--- config.mk ---
export PLATFORM = sky130hd
export DESIGN_NAME = nrews_target_flat
export DESIGN_NICKNAME = d
export VERILOG_FILES = /design/src/pkg/nrews_pkg.sv /design/src/pkg/nrews_link_if.sv /design/src/rtl/nrews_target.sv /design/src/flat_wrapper.sv
export VERILOG_INCLUDE_DIRS = /design/src /design/src/pkg
export SDC_FILE = /design/constraint.sdc
export NUM_CORES = 1
export LEC_CHECK = 0
export ABC_CLOCK_PERIOD_IN_PS = 5900
export CAP_MARGIN = 20
export CORE_MARGIN = 5
export CORE_UTILIZATION = 40
export CTS_CLUSTER_DIAMETER = 100
export DETAILED_ROUTE_END_ITERATION = 10
export DONT_BUFFER_PORTS = 1
export HOLD_SLACK_MARGIN = 0.03
export PLACE_DENSITY = 0.52
export SYNTH_ARGS = -nofsm -noshare
export SYNTH_HDL_FRONTEND = slang
export SYNTH_SLANG_ARGS = --single-unit
--- constraint.sdc ---
create_clock -name sys_clk -period 5.9 [get_ports sys_clk]
set_input_delay 1.18 -clock sys_clk [delete_from_list [all_inputs] [get_ports sys_clk]]
set_output_delay 1.18 -clock sys_clk [all_outputs]
set_load 0.01 [all_outputs]
--- src/pkg/nrews_defines.svh ---
// Offsets, field positions, keys and timing counts of the row erase and write sequencer.
// Assumes a 10 MHz system clock on both ends of the serial link.
`ifndef NREWS_DEFINES_SVH
`define NREWS_DEFINES_SVH

// Serial frame: 4 command bits then 16 payload bits, LSB first
`define NREWS_FRAME_LAST 5'h13
`define NREWS_FOURTH_EDGE 5'h3

// Core register addresses reached by the execute command
`define NREWS_SFR_TABLE_POINTER_UPPER 8'hf8
`define NREWS_SFR_TABLE_POINTER_HIGH 8'hf7
`define NREWS_SFR_TABLE_POINTER_LOW 8'hf6
`define NREWS_SFR_OPERATION_CONTROL 8'ha6
`define NREWS_SFR_UNLOCK_KEY 8'ha7
`define NREWS_SFR_EEPROM_ADDRESS_LOW 8'ha9
`define NREWS_SFR_EEPROM_ADDRESS_HIGH 8'haa
`define NREWS_SFR_EEPROM_DATA_LATCH 8'ha8

// Executed instruction opcodes
`define NREWS_OP_LOAD_WORKING 8'h0e
`define NREWS_OP_STORE_WORKING 8'h6e
`define NREWS_OP_BIT_SET 4'h8
`define NREWS_OP_BIT_CLEAR 4'h9

// Operation control bit positions
`define NREWS_CTL_PROGRAM_SPACE_SELECT 7
`define NREWS_CTL_CONFIG_SPACE_SELECT 6
`define NREWS_CTL_ROW_ERASE 4
`define NREWS_CTL_WRITE_ENABLE_GATE 2
`define NREWS_CTL_WRITE_TRIGGER 1

// Unlock keys and panel write control
`define NREWS_UNLOCK_KEY_FIRST 8'h55
`define NREWS_UNLOCK_KEY_SECOND 8'haa
`define NREWS_PANEL_WRITE_CONTROL_ADDR 22'h3c0006
`define NREWS_PANEL_FULL 8'hff

// Programmer register map
`define NREWS_PRG_COMMAND_OFS 4'h0
`define NREWS_PRG_STATUS_OFS 4'h4
`define NREWS_PRG_HOLD_BIT 20
`define NREWS_PRG_WAIT_BIT 21

// Timing
`define NREWS_SYS_CLK_PERIOD_NS 100
`define NREWS_LINK_PERIOD_NS 800
`define NREWS_LINK_HALF_CYCLES (`NREWS_LINK_PERIOD_NS / 2 / `NREWS_SYS_CLK_PERIOD_NS)
`define NREWS_PROGRAM_HOLD_TIME_NS 2000
`define NREWS_DISCHARGE_TIME_NS 1000
`define NREWS_ROW_ERASE_TIME_NS 5000
`define NREWS_EE_WRITE_TIME_NS 4000
`define NREWS_CEIL_CYCLES(t) (((t) + `NREWS_SYS_CLK_PERIOD_NS - 1) / `NREWS_SYS_CLK_PERIOD_NS)
`define NREWS_PROGRAM_HOLD_CYCLES `NREWS_CEIL_CYCLES(`NREWS_PROGRAM_HOLD_TIME_NS)
`define NREWS_DISCHARGE_CYCLES `NREWS_CEIL_CYCLES(`NREWS_DISCHARGE_TIME_NS)
`define NREWS_ROW_ERASE_CYCLES (`NREWS_ROW_ERASE_TIME_NS / `NREWS_SYS_CLK_PERIOD_NS)
`define NREWS_EE_WRITE_CYCLES (`NREWS_EE_WRITE_TIME_NS / `NREWS_SYS_CLK_PERIOD_NS)

`endif

--- src/pkg/nrews_pkg.sv ---
// Types shared by both ends of the row erase and write sequencer.
// Assumes nrews_defines.svh for all numeric constants.
package nrews_pkg;

  typedef enum logic [3:0] {
    NREWS_CMD_EXECUTE = 4'h0,
    NREWS_CMD_LOAD = 4'hc,
    NREWS_CMD_LOAD_ADVANCE = 4'hd,
    NREWS_CMD_LOAD_START = 4'hf
  } nrews_cmd_e;

  typedef enum logic [1:0] {
    NREWS_PRG_IDLE = 2'h0,
    NREWS_PRG_HIGH = 2'h1,
    NREWS_PRG_LOW = 2'h2,
    NREWS_PRG_WAIT = 2'h3
  } nrews_prg_state_e;

  typedef struct packed {
    logic [1:0] clkSync;
    logic [1:0] datSync;
    logic clkPrev;
    logic [4:0] bitCnt;
    logic [19:0] shiftReg;
    logic [7:0] wreg;
    logic [21:0] tablePointer;
    logic [7:0] opControl;
    logic [7:0] panelCtl;
    logic [15:0] eeAddr;
    logic [7:0] eeprom_data_latch;
    logic [1:0] unlockStep;
    logic [63:0] panelBuf;
    logic [7:0] filled;
    logic trigPending;
    logic progHold;
    logic [15:0] hvTimer;
    logic codeProgStrobe;
    logic codeEraseStrobe;
    logic eeWriteStrobe;
    logic hvActive;
  } nrews_target_s;

  typedef struct packed {
    nrews_prg_state_e state;
    logic [4:0] bitCnt;
    logic [19:0] word;
    logic holdProgram;
    logic waitErase;
    logic [15:0] timer;
    logic clk;
    logic dat;
    logic [31:0] rdData;
  } nrews_prog_s;

endpackage

--- src/pkg/nrews_link_if.sv ---
// Serial programming link between the programmer and the target sequencer.
// Assumes the programmer is the only driver of both wires.
`timescale 1ns/1ps
interface nrews_link_if;
  logic serialProgramClock;
  logic serialProgramData;
  modport programmer (output serialProgramClock, output serialProgramData);
  modport target (input serialProgramClock, input serialProgramData);
endinterface

--- src/rtl/nrews_target.sv ---
// Target end: serial command decoder, panel buffer and erase/write sequencer.
// Assumes the link wires come from another clock domain and are slow against sys_clk.
//
// What this block does
// - Code memory programs eight bytes per write
// - Programmer selects single panel writing first
// - Row erase covers 64 bytes before rewrite
// - Code memory when program set, config clear; command 1111 programs code memory whatever the select bits
// - No erase or eeprom write without enable gate; command 1111 programs code memory without it
// - Row erase bit erases pointer's row
// - Write trigger bit starts selected operation
// - Trigger honoured only after 55h then AAh
// - Erase starts at fourth falling clock edge
// - Programmer holds clock low for discharge
// - Programmer waits erase plus discharge time
// - Table pointer picks the panel buffer
// - Command 1101 loads two bytes, advances two
// - Command 1111 loads last bytes, starts programming
// - Eeprom byte at address pair, data latch
// - Eeprom write erases location automatically
// - Eeprom when both select bits clear
// - Eeprom write starts at fourth falling edge
// - Hardware clears trigger when write completes
// - Programmer holds clock low after eeprom write
// - Fourth clock high times programming pulse
// - Pointer unchanged between loading and start
// - Each panel buffer must be full
`timescale 1ns/1ps
`include "nrews_defines.svh"
module nrews_target #(
  parameter int ERASE_CYCLES = `NREWS_ROW_ERASE_CYCLES,
  parameter int EE_WRITE_CYCLES = `NREWS_EE_WRITE_CYCLES
) (
  // Clock and reset
  input logic sys_clk,
  input logic arst_n,
  // Serial link
  nrews_link_if.target lnk,
  // Array side
  output logic codeProgStrobe,
  output logic [63:0] codeProgData,
  output logic codeEraseStrobe,
  output logic [21:0] tablePointer,
  output logic eepromWriteStrobe,
  output logic [15:0] eepromAddress,
  output logic [7:0] eepromData,
  output logic highVoltageActive,
  // Status
  output logic [7:0] operationControl,
  output logic [7:0] panelWriteControl
);

  if (ERASE_CYCLES < 1 || ERASE_CYCLES > 65535 || EE_WRITE_CYCLES < 1
      || EE_WRITE_CYCLES > 65535) begin : g_check
    $error("nrews_target: timer counts must lie in 1..65535");
  end

  localparam logic [15:0] ERASE_LOAD = 16'(ERASE_CYCLES);
  localparam logic [15:0] EE_LOAD = 16'(EE_WRITE_CYCLES);

  nrews_pkg::nrews_target_s r;
  nrews_pkg::nrews_target_s n;

  ////////////////////////////////////////////////////////////////////////////
  always_comb begin
    logic fall;
    logic [19:0] frame;
    logic [7:0] lo;
    logic [7:0] hi;
    logic doWrite;
    logic [7:0] oldVal;
    logic [7:0] val;
    logic [2:0] idx;
    logic [63:0] bufNew;
    logic [7:0] fill;
    logic trig;
    n = r;
    fall = 1'b0;
    frame = 20'h0;
    lo = 8'h0;
    hi = 8'h0;
    doWrite = 1'b0;
    oldVal = 8'h0;
    val = 8'h0;
    idx = 3'h0;
    bufNew = r.panelBuf;
    fill = r.filled;
    trig = 1'b0;
    n.codeProgStrobe = 1'b0;
    n.codeEraseStrobe = 1'b0;
    n.eeWriteStrobe = 1'b0;
    // Only the second stage of each synchroniser feeds logic
    n.clkSync = {r.clkSync[0], lnk.serialProgramClock};
    n.datSync = {r.datSync[0], lnk.serialProgramData};
    n.clkPrev = r.clkSync[1];
    fall = r.clkPrev & ~r.clkSync[1];
    frame = {r.datSync[1], r.shiftReg[19:1]};
    lo = frame[11:4];
    hi = frame[19:12];

    // Array operation timer; trigger bit drops as it runs out
    if (r.hvTimer != 16'h0) begin
      n.hvTimer = r.hvTimer - 16'h1;
      if (r.hvTimer == 16'h1) begin
        n.opControl[`NREWS_CTL_WRITE_TRIGGER] = 1'b0;
      end
    end

    if (fall) begin
      n.shiftReg = frame;
      n.bitCnt = (r.bitCnt == `NREWS_FRAME_LAST) ? 5'h0 : r.bitCnt + 5'h1;

      // Fourth falling edge of the frame after the trigger or start command
      if (r.bitCnt == `NREWS_FOURTH_EDGE) begin
        n.progHold = 1'b0;
        if (r.trigPending) begin
          n.trigPending = 1'b0;
          if (r.opControl[`NREWS_CTL_PROGRAM_SPACE_SELECT]
              && !r.opControl[`NREWS_CTL_CONFIG_SPACE_SELECT]
              && r.opControl[`NREWS_CTL_ROW_ERASE]) begin
            // 64-byte row is tablePointer with its low six bits ignored
            n.codeEraseStrobe = 1'b1;
            n.hvTimer = ERASE_LOAD;
          end else if (!r.opControl[`NREWS_CTL_PROGRAM_SPACE_SELECT]
              && !r.opControl[`NREWS_CTL_CONFIG_SPACE_SELECT]) begin
            // One strobe covers erase and write of the byte
            n.eeWriteStrobe = 1'b1;
            n.hvTimer = EE_LOAD;
          end else begin
            // Config space, or code space with row erase clear: nothing to do, release the trigger
            n.opControl[`NREWS_CTL_WRITE_TRIGGER] = 1'b0;
          end
        end
      end

      if (r.bitCnt == `NREWS_FRAME_LAST) begin
        // Any completed frame other than a key store or a W load breaks the unlock chain
        n.unlockStep = 2'h0;
        idx = {r.tablePointer[2:1], 1'b0};
        bufNew[{idx, 3'h0} +: 8] = lo;
        bufNew[{idx + 3'h1, 3'h0} +: 8] = hi;
        fill = r.filled | (8'h03 << idx);
        unique case (nrews_pkg::nrews_cmd_e'(frame[3:0]))
          nrews_pkg::NREWS_CMD_EXECUTE: begin
            unique case (lo)
              `NREWS_SFR_TABLE_POINTER_UPPER: oldVal = {2'h0, r.tablePointer[21:16]};
              `NREWS_SFR_TABLE_POINTER_HIGH: oldVal = r.tablePointer[15:8];
              `NREWS_SFR_TABLE_POINTER_LOW: oldVal = r.tablePointer[7:0];
              `NREWS_SFR_OPERATION_CONTROL: oldVal = r.opControl;
              `NREWS_SFR_EEPROM_ADDRESS_LOW: oldVal = r.eeAddr[7:0];
              `NREWS_SFR_EEPROM_ADDRESS_HIGH: oldVal = r.eeAddr[15:8];
              `NREWS_SFR_EEPROM_DATA_LATCH: oldVal = r.eeprom_data_latch;
              default: oldVal = 8'h0;
            endcase
            // Instruction word is {hi, lo}: opcode byte then register byte
            if (hi == `NREWS_OP_LOAD_WORKING) begin
              n.wreg = lo;
              // W must be reloaded between the two key stores, so it keeps the chain
              n.unlockStep = r.unlockStep;
            end else if (hi == `NREWS_OP_STORE_WORKING) begin
              doWrite = 1'b1;
              val = r.wreg;
            end else if (hi[7:4] == `NREWS_OP_BIT_SET) begin
              doWrite = 1'b1;
              val = oldVal | (8'h01 << hi[3:1]);
            end else if (hi[7:4] == `NREWS_OP_BIT_CLEAR) begin
              doWrite = 1'b1;
              val = oldVal & ~(8'h01 << hi[3:1]);
            end
            if (doWrite) begin
              unique case (lo)
                `NREWS_SFR_UNLOCK_KEY: begin
                  if (val == `NREWS_UNLOCK_KEY_FIRST) begin
                    n.unlockStep = 2'h1;
                  end else if (val == `NREWS_UNLOCK_KEY_SECOND && r.unlockStep == 2'h1) begin
                    n.unlockStep = 2'h2;
                  end
                end
                `NREWS_SFR_OPERATION_CONTROL: begin
                  // Software never clears the trigger; a completion in this cycle still does
                  trig = n.opControl[`NREWS_CTL_WRITE_TRIGGER];
                  n.opControl = val;
                  n.opControl[`NREWS_CTL_WRITE_TRIGGER] = trig;
                  if (val[`NREWS_CTL_WRITE_TRIGGER]
                      && !r.opControl[`NREWS_CTL_WRITE_TRIGGER]
                      && r.unlockStep == 2'h2
                      && r.opControl[`NREWS_CTL_WRITE_ENABLE_GATE]) begin
                    n.opControl[`NREWS_CTL_WRITE_TRIGGER] = 1'b1;
                    n.trigPending = 1'b1;
                  end
                end
                `NREWS_SFR_TABLE_POINTER_UPPER: n.tablePointer[21:16] = val[5:0];
                `NREWS_SFR_TABLE_POINTER_HIGH: n.tablePointer[15:8] = val;
                `NREWS_SFR_TABLE_POINTER_LOW: n.tablePointer[7:0] = val;
                `NREWS_SFR_EEPROM_ADDRESS_LOW: n.eeAddr[7:0] = val;
                `NREWS_SFR_EEPROM_ADDRESS_HIGH: n.eeAddr[15:8] = val;
                `NREWS_SFR_EEPROM_DATA_LATCH: n.eeprom_data_latch = val;
                default: begin
                end
              endcase
            end
          end
          nrews_pkg::NREWS_CMD_LOAD: begin
            if (r.tablePointer == `NREWS_PANEL_WRITE_CONTROL_ADDR) begin
              n.panelCtl = lo;
            end else begin
              n.panelBuf = bufNew;
              n.filled = fill;
            end
          end
          nrews_pkg::NREWS_CMD_LOAD_ADVANCE: begin
            n.panelBuf = bufNew;
            n.filled = fill;
            n.tablePointer = r.tablePointer + 22'h2;
          end
          nrews_pkg::NREWS_CMD_LOAD_START: begin
            n.panelBuf = bufNew;
            // A half-filled buffer is not programmed; pointer is left alone
            if (fill == `NREWS_PANEL_FULL && !r.progHold) begin
              n.codeProgStrobe = 1'b1;
              n.progHold = 1'b1;
              n.filled = 8'h0;
            end else begin
              n.filled = fill;
            end
          end
          default: begin
          end
        endcase
      end
    end
    n.hvActive = n.progHold | (n.hvTimer != 16'h0);
  end

  ////////////////////////////////////////////////////////////////////////////
  always_ff @(posedge sys_clk or negedge arst_n) begin
    if (!arst_n) begin
      r <= '0;
    end else begin
      r <= n;
    end
  end

  assign codeProgStrobe = r.codeProgStrobe;
  assign codeProgData = r.panelBuf;
  assign codeEraseStrobe = r.codeEraseStrobe;
  assign tablePointer = r.tablePointer;
  assign eepromWriteStrobe = r.eeWriteStrobe;
  assign eepromAddress = r.eeAddr;
  assign eepromData = r.eeprom_data_latch;
  assign highVoltageActive = r.hvActive;
  assign operationControl = r.opControl;
  assign panelWriteControl = r.panelCtl;

endmodule

--- src/flat_wrapper.sv ---
// flat-port wrapper written by rule: the top's interface ports become plain ports
module nrews_target_flat 
#(
  parameter int ERASE_CYCLES = `NREWS_ROW_ERASE_CYCLES,
  parameter int EE_WRITE_CYCLES = `NREWS_EE_WRITE_CYCLES
)
  (sys_clk, arst_n, codeProgStrobe, codeProgData, codeEraseStrobe, tablePointer, eepromWriteStrobe, eepromAddress, eepromData, highVoltageActive, operationControl, panelWriteControl, lnk_serialProgramClock, lnk_serialProgramData);
  nrews_link_if lnk_i ();
  input logic sys_clk;
  input logic arst_n;
  output logic codeProgStrobe;
  output logic [63:0] codeProgData;
  output logic codeEraseStrobe;
  output logic [21:0] tablePointer;
  output logic eepromWriteStrobe;
  output logic [15:0] eepromAddress;
  output logic [7:0] eepromData;
  output logic highVoltageActive;
  output logic [7:0] operationControl;
  output logic [7:0] panelWriteControl;
  input wire logic [$bits(lnk_i.serialProgramClock)-1:0] lnk_serialProgramClock;
  input wire logic [$bits(lnk_i.serialProgramData)-1:0] lnk_serialProgramData;
  assign lnk_i.serialProgramClock = lnk_serialProgramClock;
  assign lnk_i.serialProgramData = lnk_serialProgramData;
  nrews_target #(.ERASE_CYCLES(ERASE_CYCLES), .EE_WRITE_CYCLES(EE_WRITE_CYCLES)) u_core (.sys_clk(sys_clk), .arst_n(arst_n), .lnk(lnk_i), .codeProgStrobe(codeProgStrobe), .codeProgData(codeProgData), .codeEraseStrobe(codeEraseStrobe), .tablePointer(tablePointer), .eepromWriteStrobe(eepromWriteStrobe), .eepromAddress(eepromAddress), .eepromData(eepromData), .highVoltageActive(highVoltageActive), .operationControl(operationControl), .panelWriteControl(panelWriteControl));
endmodule
Word level (Yosys, flattened, before mapping) --
Cells that the tools add are included.
Word-level totals: register bits 196, word-level logic and storage cells 171, output and inout bits 130
Cells by class: shift-type cells 6, equal/unequal tests 29, reduce and logical (&&, ||, !) cells 28, mux-type cells 70, bitwise gates (word level) 7, add/subtract/negate cells 6
Operators by type and width (count):
- $pmux W72 S3 | 1
- $mux W8 | 19
- $mux W129 | 1
- $bwmux W64 | 2
- $shift A8 B8 Y64 const A | 2
- $shiftx A8 B8 Y64 | 2
- $mux W110 | 1
- $eq A8 B8 Y1 const B | 10
- $mux W72 | 1
- $mux W16 | 4
- $pmux W8 S7 | 1
- $mux W26 | 2
- $pmux W22 S2 | 1
- $reduce_and A5 Y1 | 7
- $reduce_bool A16 Y1 | 2
- $mux W30 | 1
- $mux W1 | 26
- $add A22 B2 Y22 const B | 1
- $eq A22 B22 Y1 const B | 1
- $eq A4 B4 Y1 const B | 5
- $mux W18 | 1
- $eq A16 B1 Y1 const B | 1
- $eq A8 B7 Y1 const B | 2
- $neg A6 Y8 | 2
- other kinds (28) | 50

Logic depth before layout (Yosys ltp) --
depth after elaboration 24, gate-level depth with buffers 10, depth with buffers taken out 9

Worst setup path before layout --
No wires, ideal clock.
path type register to register, from register u_core.r[4] in the netlist's numbering, to register u_core.r (netlist bit u_core.highVoltageActive), setup slack 2.799 ns, data arrival time 2.962 ns, path buffers 0, clock period less this slack 3.101 ns, stages on the path, launching flop included 10, setup time 0.139 ns, cell sequence dfrtp_1 -> inv_1 -> ha_1 -> or3b_2 -> a41oi_2 -> xnor2_1 -> a21oi_1 -> or4_1 -> or4_1 -> or4_1
RTL lines:
- start, declared | line nrews_target.sv:61 | nrews_pkg::nrews_target_s r;
- start signal, assigned | line nrews_target.sv:240 | r <= n;

==> results.py <==
metrics = {
    "floorplan": {
        "die_w_um": 173,
        "io_pins": 134,
        "dieArea_mm2": 0.0298,
        "rows": 59,
        "coreArea_mm2": 0.0261,
        "die_h_um": 173,
        "start_util_pct": 40.6,
    },
    "critical_path": {
        "worstReg2RegEnd": "u_core.highVoltageActive",
        "endpoint": "u_core.highVoltageActive",
        "critPathLaunch": "u_core.tablePointer[1]",
        "cp.required_ns": 6.21,
        "crit_arrival_ns": 4.10,
        "worstPathMaxFanout": 19,
        "worstRegToRegCells": 9,
        "r2r-start": "u_core.tablePointer[1]",
        "critPathCaptureType": "register",
        "worstSetupPathType": "register to register",
        "r2r_setup_slack_ns": 2.11,
        "start_kind": "register",
    },
    "clock_network": {
        "cts.sinks": 195,
        "numCtsBuffers": 17,
        "clkTransAtPathRegs_ns": 0.08,
        "cts_tree": "yes",
        "clkLatencyLatePin_ns": 0.44,
        "post_cts_buffers": 0,
        "holdBufCountCts": 0,
        "ctsLongestPathBuffers": 2,
        "cts_resized": 0,
        "cts.root.buffer_cell": "clkbuf_16",
        "cts-htree-levels": 4,
    },
    "placement": {
        "gp_congestion": 0.927,
        "numPortBuffers": 0,
        "preCtsSetupSlack_ns": 2.13,
        "dp_hpwl_mm": 19.9,
    },
    "logic_synthesis": {
        "syn_inst": 1129,
        "synth_area_leaders": "dfrtp_1 46%, buf_4 9.0%, nand2_1 6.2%",
        "synth_area_per_cell_um2": 9.37,
        "ys.flop_type": "dfrtp_1",
        "synth_cell_types": 68,
        "ys_seq_area_share_pct": 46.1,
        "synth_edf_count": 0,
        "yosys_warnings": 0,
        "syn_nets": 1145,
        "ys_ff_latch": 195,
        "synth_top_area_share_pct": 46.1,
        "async_flop_share_pct": 100,
        "synth_top_cell_by_area": "dfrtp_1",
        "synth_area_mm2": 0.0106,
    },
    "sta": {
        "fin_setup_tns_ns": 0,
        "setup_viol": 0,
        "period_minus_slack_ns": 3.79,
        "fin_crit_sh_pct": 64.3,
        "rsz0062_at_grt": "false",
        "skew_ns": 0.0128,
        "fmax_mhz": 264,
        "max-slew-margin-rel_pct": 28.1,
        "finalHoldViolCount": 0,
        "worstMarginPinSlew_ns": 1.07,
        "setup_slack_ns": 2.11,
        "drv_slew": 0,
    },
    "global_routing": {
        "first_global_vias": 7247,
        "grt_util_all_layers_pct": 19.1,
        "grt_max_degree": 196,
        "antenna_found_initial": 0,
        "grt_pass1_wl_mm": 45.3,
        "grt_overflow": 0,
    },
    "drt": {
        "drtAntennaViolNets": 0,
        "firstDrtPassIters": 5,
        "via_count": 7391,
        "wirelength_mm": 28.7,
        "route.detailed.vias_per_inst": 5.60,
        "drt_iter0_drc": 658,
        "routedWlPerCell_um": 21.7,
        "drc_errors": 0,
    },
    "pwr": {
        "seq_power_share_pct": 51.4,
        "leakage_uw": 0.00448,
        "comb_power_share_pct": 12.4,
        "p_sw_uw": 984,
        "fin_total_pwr_uw": 3080,
        "p_clk_share_pct": 36.2,
        "intPower_uw": 2100,
        "vdd_drop_max_uv": 185,
        "p_sw_share_pct": 31.9,
        "cellPowerDensity_mw_per_mm2": 295,
    },
    "outcome": {
        "status": "completed",
    },
    "worst_hold_path": {
        "min_path_cells": 0,
        "hold_path_class": "register to register",
        "min_from": "u_core.n[193]",
    },
    "flow_run": {
        "cap_viol_max_count": 0,
    },
    "layout": {
        "num_antenna_cells": 0,
        "layout_common_cells": "195 x dfrtp_1, 176 x nand2_1, 121 x o21ai_0",
        "nNetsFinal": 990,
        "drive_gt1_share_pct": 12.3,
        "mostFrequentLayoutCell": "dfrtp_1",
        "final_util_pct": 40.1,
        "multi_input_area_mm2": 0.00444,
        "areaGrowthSynthToFinish_pct": -1.16,
        "regArea_mm2": 0.00488,
        "fillers": 2632,
    },
}
[power groups by stage]
stage	logic, uW	registers [uW]	clock network (uW)
3_3_place_gp	371	1600	0
6_report	383	1580	1110
5_1_grt	412	1590	1210
3_5_place_dp	375	1610	0
2_1_floorplan	346	1460	0
4_1_cts	376	1580	1150
[critical path: stages, from the launching register on]
cell,delay [ns]
dfrtp_1,0.82
clkinv_1,0.54
ha_1,0.44
a21oi_1,0.16
nor4_1,0.08
nand2_1,0.10
o21ai_0,0.13
or4_1,0.52
or4_1,0.40
or4_1,0.48
[worst min path at each step]
| stage | to | slack [ns] |
|---|---|---|
| detailed placement | u_core.r[193] | 0.34 |
| global route | u_core.r[193] | 0.37 |
| global placement | u_core.r[193] | 0.34 |
| finish | u_core.r[193] | 0.35 |
| CTS | u_core.r[193] | 0.36 |
| floorplan | u_core.n[191] | 0.33 |
[cells by family (layout without fill, tap and decap cells)]
logic type / count (synthesis) / after routing / synth area share [%]
xor gates and xnor gates: 15 / 15 / 1.24
DFF: 195 / 195 / 46.1
and+or+nand+nor: 389 / 389 / 18.9
AOI/OAI and AO/OA: 247 / 247 / 13.8
muxes: 62 / 62 / 6.51
adders and majority gates: 12 / 12 / 1.42
buffers and inverters: 209 / 66 / 11.9
[Yosys cell counts (5+ instances only)]
cell type and n:
inv_1 23, buf_4 127, nand2_1 176, dfrtp_1 195
o21ai_0 121, nand3_1 27, clkbuf_1 54, nor2b_1 9
mux2_2 54, nor4_1 12, or3b_2 7, xor2_1 10
a221oi_1 7, nor3_1 15, nand3b_1 9, nor2_1 55
ha_1 12, a21o_1 8, a21oi_1 53, a22o_1 8
nand4_1 11, nor3b_1 9, a31oi_1 7, o22ai_1 5
xnor2_1 5, and2_1 9, mux2i_1 8, and3_1 9
or4_1 7
[metrics by stage]
step | hold WS, ns | cells | area (um^2)
global route | 0.367 | 1321 | 10500
CTS | 0.357 | 1319 | 10400
floorplan | 0.331 | 1129 | 10600
finish | 0.352 | 1321 | 10500
global placement | 0.340 | 1288 | 9890
detailed placement | 0.340 | 1288 | 9890
[metal layers]
layer | routed length (um) | GRT usage, % | vias up
met5 | 0 | 0 | -
met4 | 274 | 4.06 | 0
met3 | 2220 | 6.40 | 21
met2 | 13200 | 29.2 | 214
met1 | 13000 | 26.7 | 3636
li1 | - | - | 3520
[final cells by class]
class                      instances  area share, %
clock buffer                      18           4.10
clock inverter                    13           1.15
inverter                          24          0.862
multi-input combinational        725           42.4
sequential                       195           46.7
tap                              335           4.01
timing repair buffer              11          0.766
Power figures use the tool's default switching activity.
